`src/include/clk_halt_pkg.sv`:
```
// shared constants and types for the clock halt and restart controller
package clk_halt_pkg;
  // register byte offsets on the AHB-Lite slave
  localparam logic [7:0] CTRL_OFFSET   = 8'h00;
  localparam logic [7:0] STATUS_OFFSET = 8'h04;
  // control register bit positions
  localparam int CTRL_START_BIT = 0;
  localparam logic [31:0] CTRL_RESET = 32'h0000_0000;
  // status register bit positions
  localparam int ST_HALTED_BIT  = 0;
  localparam int ST_SETTLE_BIT  = 1;
  localparam int ST_OSC_RUN_BIT = 2;
  localparam int ST_FAST_BIT    = 3;
  localparam int ST_EXT_BIT     = 4;
  localparam int ST_START_BIT   = 5;
  // status line codes, ordered {halt_status_n, status_bit_one, status_bit_zero}
  localparam logic [2:0] STATUS_PASSIVE = 3'h7;
  localparam logic [2:0] STATUS_HALT    = 3'h3;
  // half-steps of the source per processor clock period, fast mode (divide by 3)
  localparam int PROC_HALF_STEPS = 6;
  // processor clock high for the first steps, half duty clock for the next
  localparam int PROC_HIGH_STEPS = 2;
  localparam int HALF_HIGH_STEPS = 3;
  // half-steps per peripheral clock level (divide by 6 overall)
  localparam int PERIPH_LEVEL_STEPS = 6;
  // slow mode prescale: 3 x 256 = 768
  localparam int SLOW_PRESCALE = 256;
  // oscillator settling count, 8K oscillator cycles
  localparam int SETTLE_COUNT = 8192;
  // top-level control states
  typedef enum logic [1:0] {ST_SETTLE, ST_RUN, ST_HALTED} ctl_state_t;
endpackage

```
`src/clock_halt_restart_control.sv`:
```
// top of the clock halt and restart controller with its AHB-Lite registers
//
// The AHB-Lite register port and the register addresses were decided locally.
`timescale 1ns/1ps
`default_nettype none
module clock_halt_restart_control #(
  parameter int SETTLE_CYCLES = clk_halt_pkg::SETTLE_COUNT,
  parameter int PRESCALE      = clk_halt_pkg::SLOW_PRESCALE
) (
  input  wire logic        CLK,
  input  wire logic        NRST,
  // oscillator and frequency source pins
  input  wire logic        CRYSTAL_IN,
  output logic             CRYSTAL_OUT,
  input  wire logic        OSC_VALID,
  output logic             OSC_OUT,
  input  wire logic        EXT_FREQ_IN,
  input  wire logic        SOURCE_SELECT,
  input  wire logic        SPEED_SELECT,
  // processor status and restart pins
  input  wire logic        START,
  input  wire logic        STATUS_BIT_ZERO,
  input  wire logic        STATUS_BIT_ONE,
  input  wire logic        HALT_STATUS_N,
  input  wire logic        RESET_REQUEST_N,
  // generated clocks
  output logic             PROC_CLOCK,
  output logic             HALF_DUTY_CLOCK,
  output logic             PERIPH_CLOCK,
  // AHB-Lite slave
  input  wire logic        HSEL,
  input  wire logic [31:0] HADDR,
  input  wire logic [1:0]  HTRANS,
  input  wire logic        HWRITE,
  input  wire logic [2:0]  HSIZE,
  input  wire logic [31:0] HWDATA,
  input  wire logic        HREADY,
  output logic             HREADYOUT,
  output logic             HRESP,
  output logic [31:0]      HRDATA
);
  import clk_halt_pkg::*;

  // timing overview
  // every change of the selected source level is one half-step;
  // the wave generator turns half-steps into the three clocks.
  // fast mode: six half-steps per processor period.
  // slow mode: the phase moves once per prescale of half-steps.
  // the peripheral clock never looks at the speed select.
  // outputs lag the source edge by one system clock, since the
  // source is sampled like any other synchronous input.
  // hazard: source edges faster than half the system clock
  // are lost, so the source must stay well below it.
  // the halt freezes the wave generator and forces the processor
  // and half duty clocks high; the peripheral clock keeps its level.
  // the oscillator is modelled as an enable plus a registered
  // inverter; the real amplifier sits outside this logic.
  // a stopped oscillator presents a steady high source level,
  // so the divider sees no spurious half-steps while halted.
  // limitation: the threshold crossing is only an input here,
  // the analog detector lives with the amplifier.
  //
  // all control state in one record
  typedef struct packed {
    ctl_state_t  state;     // settling, running or halted
    logic        osc_run;   // oscillator enabled
    logic        passive;   // previous sampled code was passive
    logic        start_d;   // combined start level, last cycle
    logic        src_d;     // selected source level, last cycle
    logic        xtal_d;    // crystal level, last cycle
    logic        sw_start;  // software start level
    logic        wr_pend;   // write data phase pending
    logic [7:0]  wr_addr;   // offset of the pending write
    logic [31:0] rdata;     // read data for the data phase
    logic        osc_out;   // registered oscillator monitor
    logic        xtal_out;  // registered oscillator drive
  } ctl_t;

  ctl_t cur_ff, nxt_st;

  // helper signals of the combinational process
  logic       ext_mode;     // external frequency source chosen
  logic       start_lvl;    // pin start or software start
  logic       start_rise;   // start went high this cycle
  logic       restart;      // any restart request
  logic       src_lvl;      // level of the selected source
  logic       step;         // one half-step of the source
  logic       xtal_tick;    // crystal rising edge
  logic [2:0] status_code;  // sampled processor status lines
  logic       addr_ok;      // valid AHB address phase
  logic [31:0] status_word; // live status register value

  // outputs of the leaf modules
  logic proc_clk;
  logic half_clk;
  logic periph_clk;
  logic proc_rise;
  logic fast_active;
  logic settle_done;

  // status register layout, built from live state
  function automatic logic [31:0] make_status(input ctl_t s, input logic fast,
                                              input logic ext);
    logic [31:0] w;
    w = 32'h0000_0000;
    w[ST_HALTED_BIT]  = (s.state == ST_HALTED);
    w[ST_SETTLE_BIT]  = (s.state == ST_SETTLE);
    w[ST_OSC_RUN_BIT] = s.osc_run;
    w[ST_FAST_BIT]    = fast;
    w[ST_EXT_BIT]     = ext;
    w[ST_START_BIT]   = s.sw_start;
    return w;
  endfunction

  // halt detection
  // the status lines are looked at once per processor period,
  // in the cycle that the wave generator flags the clock rise.
  // a passive code at one rise arms the detector; a halt code
  // at the very next rise then stops the clocks.
  // any other code disarms it, so a stray halt code alone
  // never stops anything.
  // a high start level, from the pin or from software, keeps
  // the detector from acting at all.
  // restart
  // a rising start level or a low reset request wakes the block.
  // external mode goes straight back to running; crystal mode
  // first enables the oscillator and waits for the settle count.
  // the speed in force is kept inside the wave generator, so a
  // restart comes back at the speed it stopped with.
  // trade-off: a reset request with the oscillator already on
  // does not retrigger settling, to avoid a needless long stall.
  //
  // control process: source, halt detection, restart and register file
  always_comb begin
    nxt_st = cur_ff;
    // source select is taken as a steady level
    ext_mode = SOURCE_SELECT;
    // a stopped oscillator presents a steady high level
    src_lvl = ext_mode ? EXT_FREQ_IN : (cur_ff.osc_run ? CRYSTAL_IN : 1'b1);
    step = (src_lvl != cur_ff.src_d);
    nxt_st.src_d = src_lvl;
    // crystal edges feed the settling counter only while enabled
    xtal_tick = cur_ff.osc_run && CRYSTAL_IN && !cur_ff.xtal_d;
    nxt_st.xtal_d = CRYSTAL_IN;
    // start pin and software start act alike
    start_lvl = START || cur_ff.sw_start;
    start_rise = start_lvl && !cur_ff.start_d;
    nxt_st.start_d = start_lvl;
    restart = start_rise || !RESET_REQUEST_N;
    status_code = {HALT_STATUS_N, STATUS_BIT_ONE, STATUS_BIT_ZERO};

    case (cur_ff.state)
      ST_SETTLE: begin
        // external source needs no settling: resumes on the next half-step
        if (ext_mode) begin
          nxt_st.state = ST_RUN;
        end else if (settle_done) begin
          nxt_st.state = ST_RUN;
        end
        nxt_st.passive = 1'b0;
      end
      ST_RUN: begin
        // status looked at only on the processor clock rise
        if (proc_rise) begin
          nxt_st.passive = (status_code == STATUS_PASSIVE);
          // any other code keeps the clocks going
          if ((status_code == STATUS_HALT) && cur_ff.passive
              && !start_lvl) begin
            nxt_st.state = ST_HALTED;
            // crystal mode stops the oscillator as well
            if (!ext_mode) begin
              nxt_st.osc_run = 1'b0;
            end
          end
        end
      end
      ST_HALTED: begin
        nxt_st.passive = 1'b0;
        if (restart) begin
          if (!ext_mode && !cur_ff.osc_run) begin
            // oscillator must come up and settle first
            nxt_st.osc_run = 1'b1;
            nxt_st.state = ST_SETTLE;
          end else begin
            nxt_st.state = ST_RUN;
          end
        end
      end
      default: begin
        nxt_st.state = ST_SETTLE;
      end
    endcase

    // reset request also starts the oscillator in any state
    if (!RESET_REQUEST_N && !cur_ff.osc_run) begin
      nxt_st.osc_run = 1'b1;
      if (!ext_mode) begin
        nxt_st.state = ST_SETTLE;
      end
    end

    // oscillator monitor rests high once the oscillator stops
    nxt_st.osc_out = nxt_st.osc_run ? CRYSTAL_IN : 1'b1;
    // drive is the inverted input while the amplifier runs
    nxt_st.xtal_out = nxt_st.osc_run ? ~CRYSTAL_IN : 1'b1;

    // register map
    // control word: bit zero is the software start level; it acts
    // exactly like the start pin and stays set until cleared.
    // status word: halted, settling, oscillator enabled, fast in
    // force, external mode and the software start level.
    // unmapped reads return zero; unmapped writes are dropped.
    // the slave never stalls, so the address of a write is kept
    // for one cycle and its data taken in the data phase.
    // read data is captured in the address phase and held until
    // the next read, which keeps the data output registered.
    // size and burst qualifiers are ignored: single words only.
    //
    // AHB-Lite: write data lands one cycle after its address phase
    addr_ok = HSEL && HTRANS[1] && HREADY;
    status_word = make_status(cur_ff, fast_active, ext_mode);
    if (cur_ff.wr_pend && (cur_ff.wr_addr == CTRL_OFFSET)) begin
      nxt_st.sw_start = HWDATA[CTRL_START_BIT];
    end
    nxt_st.wr_pend = addr_ok && HWRITE;
    nxt_st.wr_addr = HADDR[7:0];
    // read data registered in the address phase, zero when unmapped
    if (addr_ok && !HWRITE) begin
      if (HADDR[7:0] == CTRL_OFFSET) begin
        nxt_st.rdata = 32'h0000_0000;
        nxt_st.rdata[CTRL_START_BIT] = cur_ff.sw_start;
      end else if (HADDR[7:0] == STATUS_OFFSET) begin
        nxt_st.rdata = status_word;
      end else begin
        nxt_st.rdata = 32'h0000_0000;
      end
    end
  end

  // reset puts the block in settling with the oscillator on,
  // so a crystal system always waits the full count at power-up,
  // while an external source runs from the next edge.
  // the software start level comes from the control reset value.
  //
  // state register; after reset the oscillator starts and settles
  always_ff @(posedge CLK) begin
    if (!NRST) begin
      cur_ff <= '{state: ST_SETTLE, osc_run: 1'b1, passive: 1'b0,
                  start_d: 1'b0, src_d: 1'b1, xtal_d: 1'b0,
                  sw_start: CTRL_RESET[CTRL_START_BIT], wr_pend: 1'b0,
                  wr_addr: 8'h00, rdata: 32'h0000_0000,
                  osc_out: 1'b1, xtal_out: 1'b1};
    end else begin
      cur_ff <= nxt_st;
    end
  end

  // the wave generator owns the divider phase, the prescaler and
  // the speed in force; it only moves on a source half-step while
  // the run input is high, and a speed change waits for the start
  // of a processor period so that no clock pulse is cut short.
  //
  // clock waves run only in the run state; halt freezes them
  clock_wave_gen #(
    .PRESCALE (PRESCALE)
  ) u_wave (
    .CLK         (CLK),
    .NRST        (NRST),
    .step        (step),
    .run         (cur_ff.state == ST_RUN),
    .fast        (SPEED_SELECT),
    .proc_clk    (proc_clk),
    .half_clk    (half_clk),
    .periph_clk  (periph_clk),
    .proc_rise   (proc_rise),
    .fast_active (fast_active)
  );

  // the settle counter counts crystal rising edges while the
  // oscillator is enabled and the valid input is high; it is held
  // clear whenever the oscillator is off, so each restart waits
  // the whole count even after a short stop.
  //
  // counter cleared while the oscillator is off
  settle_counter #(
    .COUNT (SETTLE_CYCLES)
  ) u_settle (
    .CLK       (CLK),
    .NRST      (NRST),
    .clear     (!cur_ff.osc_run),
    .osc_tick  (xtal_tick),
    .osc_valid (OSC_VALID),
    .done      (settle_done)
  );

  // outputs straight from flip-flops
  assign PROC_CLOCK      = proc_clk;
  assign HALF_DUTY_CLOCK = half_clk;
  assign PERIPH_CLOCK    = periph_clk;
  assign OSC_OUT         = cur_ff.osc_out;
  assign CRYSTAL_OUT     = cur_ff.xtal_out;
  // zero-wait slave, always OKAY
  assign HREADYOUT       = 1'b1;
  assign HRESP           = 1'b0;
  assign HRDATA          = cur_ff.rdata;
endmodule // clock_halt_restart_control
`default_nettype wire

```
`src/settle_counter.sv`:
```
// oscillator settling counter that gates restart in crystal mode
`timescale 1ns/1ps
`default_nettype none
module settle_counter #(
  parameter int COUNT = clk_halt_pkg::SETTLE_COUNT
) (
  input  wire logic CLK,
  input  wire logic NRST,
  input  wire logic clear,
  input  wire logic osc_tick,
  input  wire logic osc_valid,
  output logic      done
);
  import clk_halt_pkg::*;
  localparam int W = $clog2(COUNT + 1);
  localparam logic [W-1:0] LAST = W'(COUNT - 1);

  typedef struct packed {
    logic [W-1:0] cnt;  // oscillator cycles seen so far
    logic         done; // terminal count reached
  } settle_t;

  settle_t cur_ff, nxt_st;

  // counting only starts once the input crosses its threshold
  always_comb begin
    nxt_st = cur_ff;
    if (clear) begin
      nxt_st = '0;
    end else if (osc_tick && osc_valid && !cur_ff.done) begin
      if (cur_ff.cnt == LAST) begin
        nxt_st.done = 1'b1;
      end else begin
        nxt_st.cnt = cur_ff.cnt + W'(1);
      end
    end
  end

  // state register, synchronous reset
  always_ff @(posedge CLK) begin
    if (!NRST) begin
      cur_ff <= '0;
    end else begin
      cur_ff <= nxt_st;
    end
  end

  assign done = cur_ff.done;
endmodule // settle_counter
`default_nettype wire

```
`src/clock_wave_gen.sv`:
```
// divider making the processor, half duty and peripheral clock waves
`timescale 1ns/1ps
`default_nettype none
module clock_wave_gen #(
  parameter int PRESCALE = clk_halt_pkg::SLOW_PRESCALE
) (
  input  wire logic CLK,
  input  wire logic NRST,
  input  wire logic step,
  input  wire logic run,
  input  wire logic fast,
  output logic      proc_clk,
  output logic      half_clk,
  output logic      periph_clk,
  output logic      proc_rise,
  output logic      fast_active
);
  import clk_halt_pkg::*;

  typedef struct packed {
    logic [7:0] pre;   // slow mode prescaler
    logic [2:0] phase; // half-step within the processor period
    logic [2:0] pstep; // half-steps within a peripheral level
    logic       fast;  // speed in force, changed only at period start
    logic       proc;
    logic       half;
    logic       pclk;
    logic       rise;  // pulse: processor clock just went high
  } wave_t;

  wave_t cur_ff, nxt_st;
  logic  adv; // processor divider advances this step

  always_comb begin
    nxt_st = cur_ff;
    nxt_st.rise = 1'b0;
    adv = cur_ff.fast || (cur_ff.pre == 8'(PRESCALE - 1));
    if (run && step) begin
      // peripheral clock ignores speed select
      if (cur_ff.pstep == 3'(PERIPH_LEVEL_STEPS - 1)) begin
        nxt_st.pstep = '0;
        nxt_st.pclk = ~cur_ff.pclk;
      end else begin
        nxt_st.pstep = cur_ff.pstep + 3'h1;
      end
      nxt_st.pre = (cur_ff.fast || adv) ? 8'h00 : cur_ff.pre + 8'h01;
      if (adv) begin
        if (cur_ff.phase == 3'(PROC_HALF_STEPS - 1)) begin
          nxt_st.phase = '0;
          nxt_st.fast = fast; // glitch-free speed change at period start
          nxt_st.rise = 1'b1;
        end else begin
          nxt_st.phase = cur_ff.phase + 3'h1;
        end
      end
    end
    // 33% processor clock, half duty clock rising as it falls
    nxt_st.proc = nxt_st.phase < 3'(PROC_HIGH_STEPS);
    nxt_st.half = (nxt_st.phase >= 3'(PROC_HIGH_STEPS)) &&
                  (nxt_st.phase < 3'(PROC_HIGH_STEPS + HALF_HIGH_STEPS));
    // halted: both held high, peripheral clock frozen, speed kept
    if (!run) begin
      nxt_st.proc = 1'b1;
      nxt_st.half = 1'b1;
    end
  end

  always_ff @(posedge CLK) begin
    if (!NRST) begin
      cur_ff <= '{pre: 8'h00, phase: 3'h0, pstep: 3'h0, fast: 1'b1,
                  proc: 1'b1, half: 1'b0, pclk: 1'b0, rise: 1'b0};
    end else begin
      cur_ff <= nxt_st;
    end
  end

  assign proc_clk    = cur_ff.proc;
  assign half_clk    = cur_ff.half;
  assign periph_clk  = cur_ff.pclk;
  assign proc_rise   = cur_ff.rise;
  assign fast_active = cur_ff.fast;
endmodule // clock_wave_gen
`default_nettype wire

```
`config.mk`:
```
export PLATFORM = sky130hd
export DESIGN_NAME = clock_halt_restart_control
export DESIGN_NICKNAME = d
export VERILOG_FILES = /design/src/include/clk_halt_pkg.sv /design/src/clock_halt_restart_control.sv /design/src/settle_counter.sv /design/src/clock_wave_gen.sv
export SDC_FILE = /design/constraint.sdc
export NUM_CORES = 1
export LEC_CHECK = 0
export BUFFER_PORTS_ARGS = -buffer_cell sky130_fd_sc_hd__clkbuf_2
export CORE_ASPECT_RATIO = 1.75
export CORE_MARGIN = 5
export CORE_UTILIZATION = 42
export DETAILED_ROUTE_END_ITERATION = 8
export HOLD_SLACK_MARGIN = 0.08
export PLACE_DENSITY = 0.81
export SYNTH_ARGS = -nofsm -noshare
export SYNTH_HDL_FRONTEND = slang
export SYNTH_HIERARCHICAL = 1
export SYNTH_SLANG_ARGS = --single-unit
```
`constraint.sdc`:
```
create_clock -name CLK -period 4.02 [get_ports CLK]
set_clock_uncertainty 0.05 [all_clocks]
set_input_delay 0.603 -clock CLK [delete_from_list [all_inputs] [get_ports CLK]]
set_output_delay 0.603 -clock CLK [all_outputs]
set_load 0.02 [all_outputs]
```
==> flow_metrics.py <==
metrics = {
    "floorplanning": {
        "io_pins": 123,
        "die_w_um": 73.6,
        "dieArea_mm2": 0.00893,
        "rows": 40,
        "start_util": 0.430,
        "die_y_um": 121,
        "core_area_mm2": 0.00691,
    },
    "yosys": {
        "netlist_area_mm2": 0.00297,
        "avgSynthCellArea_um2": 8.87,
        "synth-main-ff-cell": "dfxtp_1",
        "yosysTopAreaCellShare": 0.397,
        "synth.ff_latch_count": 59,
        "synth.most_common_cell": "dfxtp_1",
        "yosysWarnings": 6,
        "synthDistinctLibCells": 64,
        "yosys.area.top_type": "dfxtp_1",
        "yosysSeqAreaShare": 0.397,
        "synth_common_cells": "dfxtp_1 (59), buf_4 (35), nand2_1 (27)",
        "yosys-top-cells-area": "dfxtp_1 (40%), buf_4 (8.8%), nand2_1 (3.4%)",
        "synth_cells": 335,
        "ys_async_sr_fraction": 0,
        "synth_edf_count": 0,
    },
    "setup_path": {
        "path_buf_inv": 1,
        "r2r-start": "cur_ff[48]",
        "required_ns": 4.20,
        "critical_path_arrival_ns": 2.58,
        "r2r_slack_ns": 1.67,
        "startpoint": "SOURCE_SELECT",
        "crit_path_end": "u_wave/fast_active",
        "end_kind": "flop",
        "start_kind": "input pin",
        "path_cells": "clkbuf_2, nand2b_1, o22ai_1, xnor2_1, and2_1, nand2_2, or2_0, o311ai_2",
        "ff2ff_path_depth": 7,
        "slowest_stage": "xnor2_1",
        "cpPeakStageDelay_ns": 0.43,
        "criticalPathCategory": "input pin to flop",
        "crit_cells": 8,
        "rr_endpoint": "u_wave/fast_active",
        "cpLargestDelayFamily": "simple AND/OR/NAND/NOR gates",
        "cp_max_fo": 8,
    },
    "global_routing": {
        "grt_max_degree": 32,
        "antenna_found_initial": 0,
        "grt_pass1_vias": 2406,
        "grtUsageTotal": 0.154,
        "gr-total-overflow": 0,
        "grt_first_pass_wirelength_um": 10800,
    },
    "timing": {
        "min_period_over_period": 0.597,
        "fmax_mhz": 417,
        "drv_slew": 0,
        "rsz0062_at_grt": "false",
        "relSlewSlack": 0.523,
        "hold_violations": 0,
        "worst_pin_slew_ns": 0.709,
        "finalSetupViolations": 0,
        "period_needed_ns": 2.40,
        "fin_tns_setup_ns": 0,
    },
    "place": {
        "port_buffers": 35,
        "dp_hpwl_um": 4840,
        "place_congestion": 0.866,
    },
    "routing": {
        "wl_per_cell_um": 14.3,
        "dr.pass1.iters": 4,
        "drtAntennaViolNets": 0,
        "vias_per_cell": 5.37,
        "drc": 0,
        "drt_iter0_markers": 150,
        "wl_um": 6470,
        "vias": 2434,
    },
    "finish": {
        "n_fill_cell": 654,
        "n_antenna_cell": 0,
        "syn_to_final_growth_pct": 12.6,
        "regArea_mm2": 0.00118,
        "multiInputGateArea_mm2": 0.00153,
        "drive_gt1_frac": 0.182,
        "nets": 454,
    },
    "cts": {
        "clk_pin_slew_ns": 0.05,
        "cts_made_buffers": 9,
        "numClockSinks": 59,
        "cts_buffer_depth": 2,
        "cts_tree": "yes",
        "worstSkewPairLatency_ns": 0.33,
        "cts_resized": 0,
        "ctsRootBufferMaster": "clkbuf_16",
        "ctsHtreeMaxLevel": 3,
        "post_cts_buffers": 0,
        "cts_hold_buf": 0,
    },
    "status": {
        "status": "finished clean",
    },
    "power": {
        "power.density_mw_per_mm2": 444,
        "ir_worst_vdd_mv": 0.258,
        "finalPower_mw": 1.49,
        "leakage_nw": 1.38,
    },
    "min_path": {
        "hold_path_class": "flop to flop",
    },
    "run": {
        "drv_cap": 0,
    },
}
[stage by stage]
step	hold WS, ns	instances	worst slack (ns)	cell area (um^2)	util
6_report	0.417	453	1.62	3350	0.485
4_1_cts	0.420	453	1.66	3350	0.485
2_1_floorplan	0.382	361	1.85	3070	-
3_5_place_dp	0.413	437	1.35	3040	0.441
3_3_place_gp	0.395	437	1.35	3040	0.441
5_1_grt	0.452	453	1.48	3350	0.485
[report_power, final]
part,internal [mW],switching [mW]
logic,0.0376,0.0813
clock network,0.494,0.264
registers,0.600,0.00917
[state kept, by name, indices dropped and copies added (netlist names)]
register            count
cur_ff                 17
u_settle/cur_ff        14
u_wave/cur_ff          14
HRDATA                  6
CRYSTAL_OUT             1
OSC_OUT                 1
u_settle/done           1
u_wave/fast_active      1
u_wave/half_clk         1
u_wave/periph_clk       1
u_wave/proc_clk         1
u_wave/proc_rise        1
[logic make-up (layout without fill, tap and decap cells)]
family	after synthesis	after routing	synth area share
adders and majority gates	6	6	0.0253
xor gates and xnor gates	10	10	0.0295
muxes	4	4	0.0139
and+or+nand+nor	135	135	0.261
buffers and inverters	56	64	0.120
AOI/OAI and AO/OA	63	63	0.151
DFF	59	59	0.397
other	2	28	0.00253
[worst min-delay path by stage]
stage / startpoint / to / slack (ns) / cells past startpoint
after floorplan: HRDATA[0] / HRDATA[0] / 0.38 / 2
after global placement: HRDATA[0] / HRDATA[0] / 0.39 / 2
after detailed placement: HRDATA[0] / HRDATA[0] / 0.41 / 2
after CTS: HRDATA[0] / HRDATA[0] / 0.42 / 2
after global routing: HADDR[7] / cur_ff[41] / 0.45 / 2
final: HRDATA[0] / HRDATA[0] / 0.42 / 2
[layout make-up]
| class | instances | area share |
|---|---|---|
| clock buffer | 10 | 0.0714 |
| clock inverter | 6 | 0.0194 |
| inverter | 13 | 0.0146 |
| multi-input combinational | 246 | 0.458 |
| sequential | 59 | 0.353 |
| tap | 84 | 0.0314 |
| timing repair buffer | 35 | 0.0523 |
[worst register-to-register path, delay by kind of cell (launching register included)]
family          cells  cell delay [ns]
xor+xnor            1             0.29
simple gates        4             0.96
flops               1             0.47
compound gates      2             0.49
[layer usage]
metal  GRT usage  part of all wire
met3      0.0464             0.057
met4      0.0816             0.023
met5           0                 0
met1       0.157              0.37
met2       0.272              0.55
[placed cells by master, fill, tap and decap left out, drive strengths merged, types with 5 or more instances in the layout]
cell type  netlist  final
clkbuf           5     45
and3             6      6
nand3           14     14
ha               6      6
conb             2     28
nor3             7      7
nand2           28     28
xor2             6      6
and2            12     12
and4             6      6
dfxtp           59     59
inv             13     13
nor2b            5      5
nand4            8      8
o21ai           14     14
a211oi           6      6
nor2            22     22
a21oi           15     15
(Power assumes the default switching activity.)
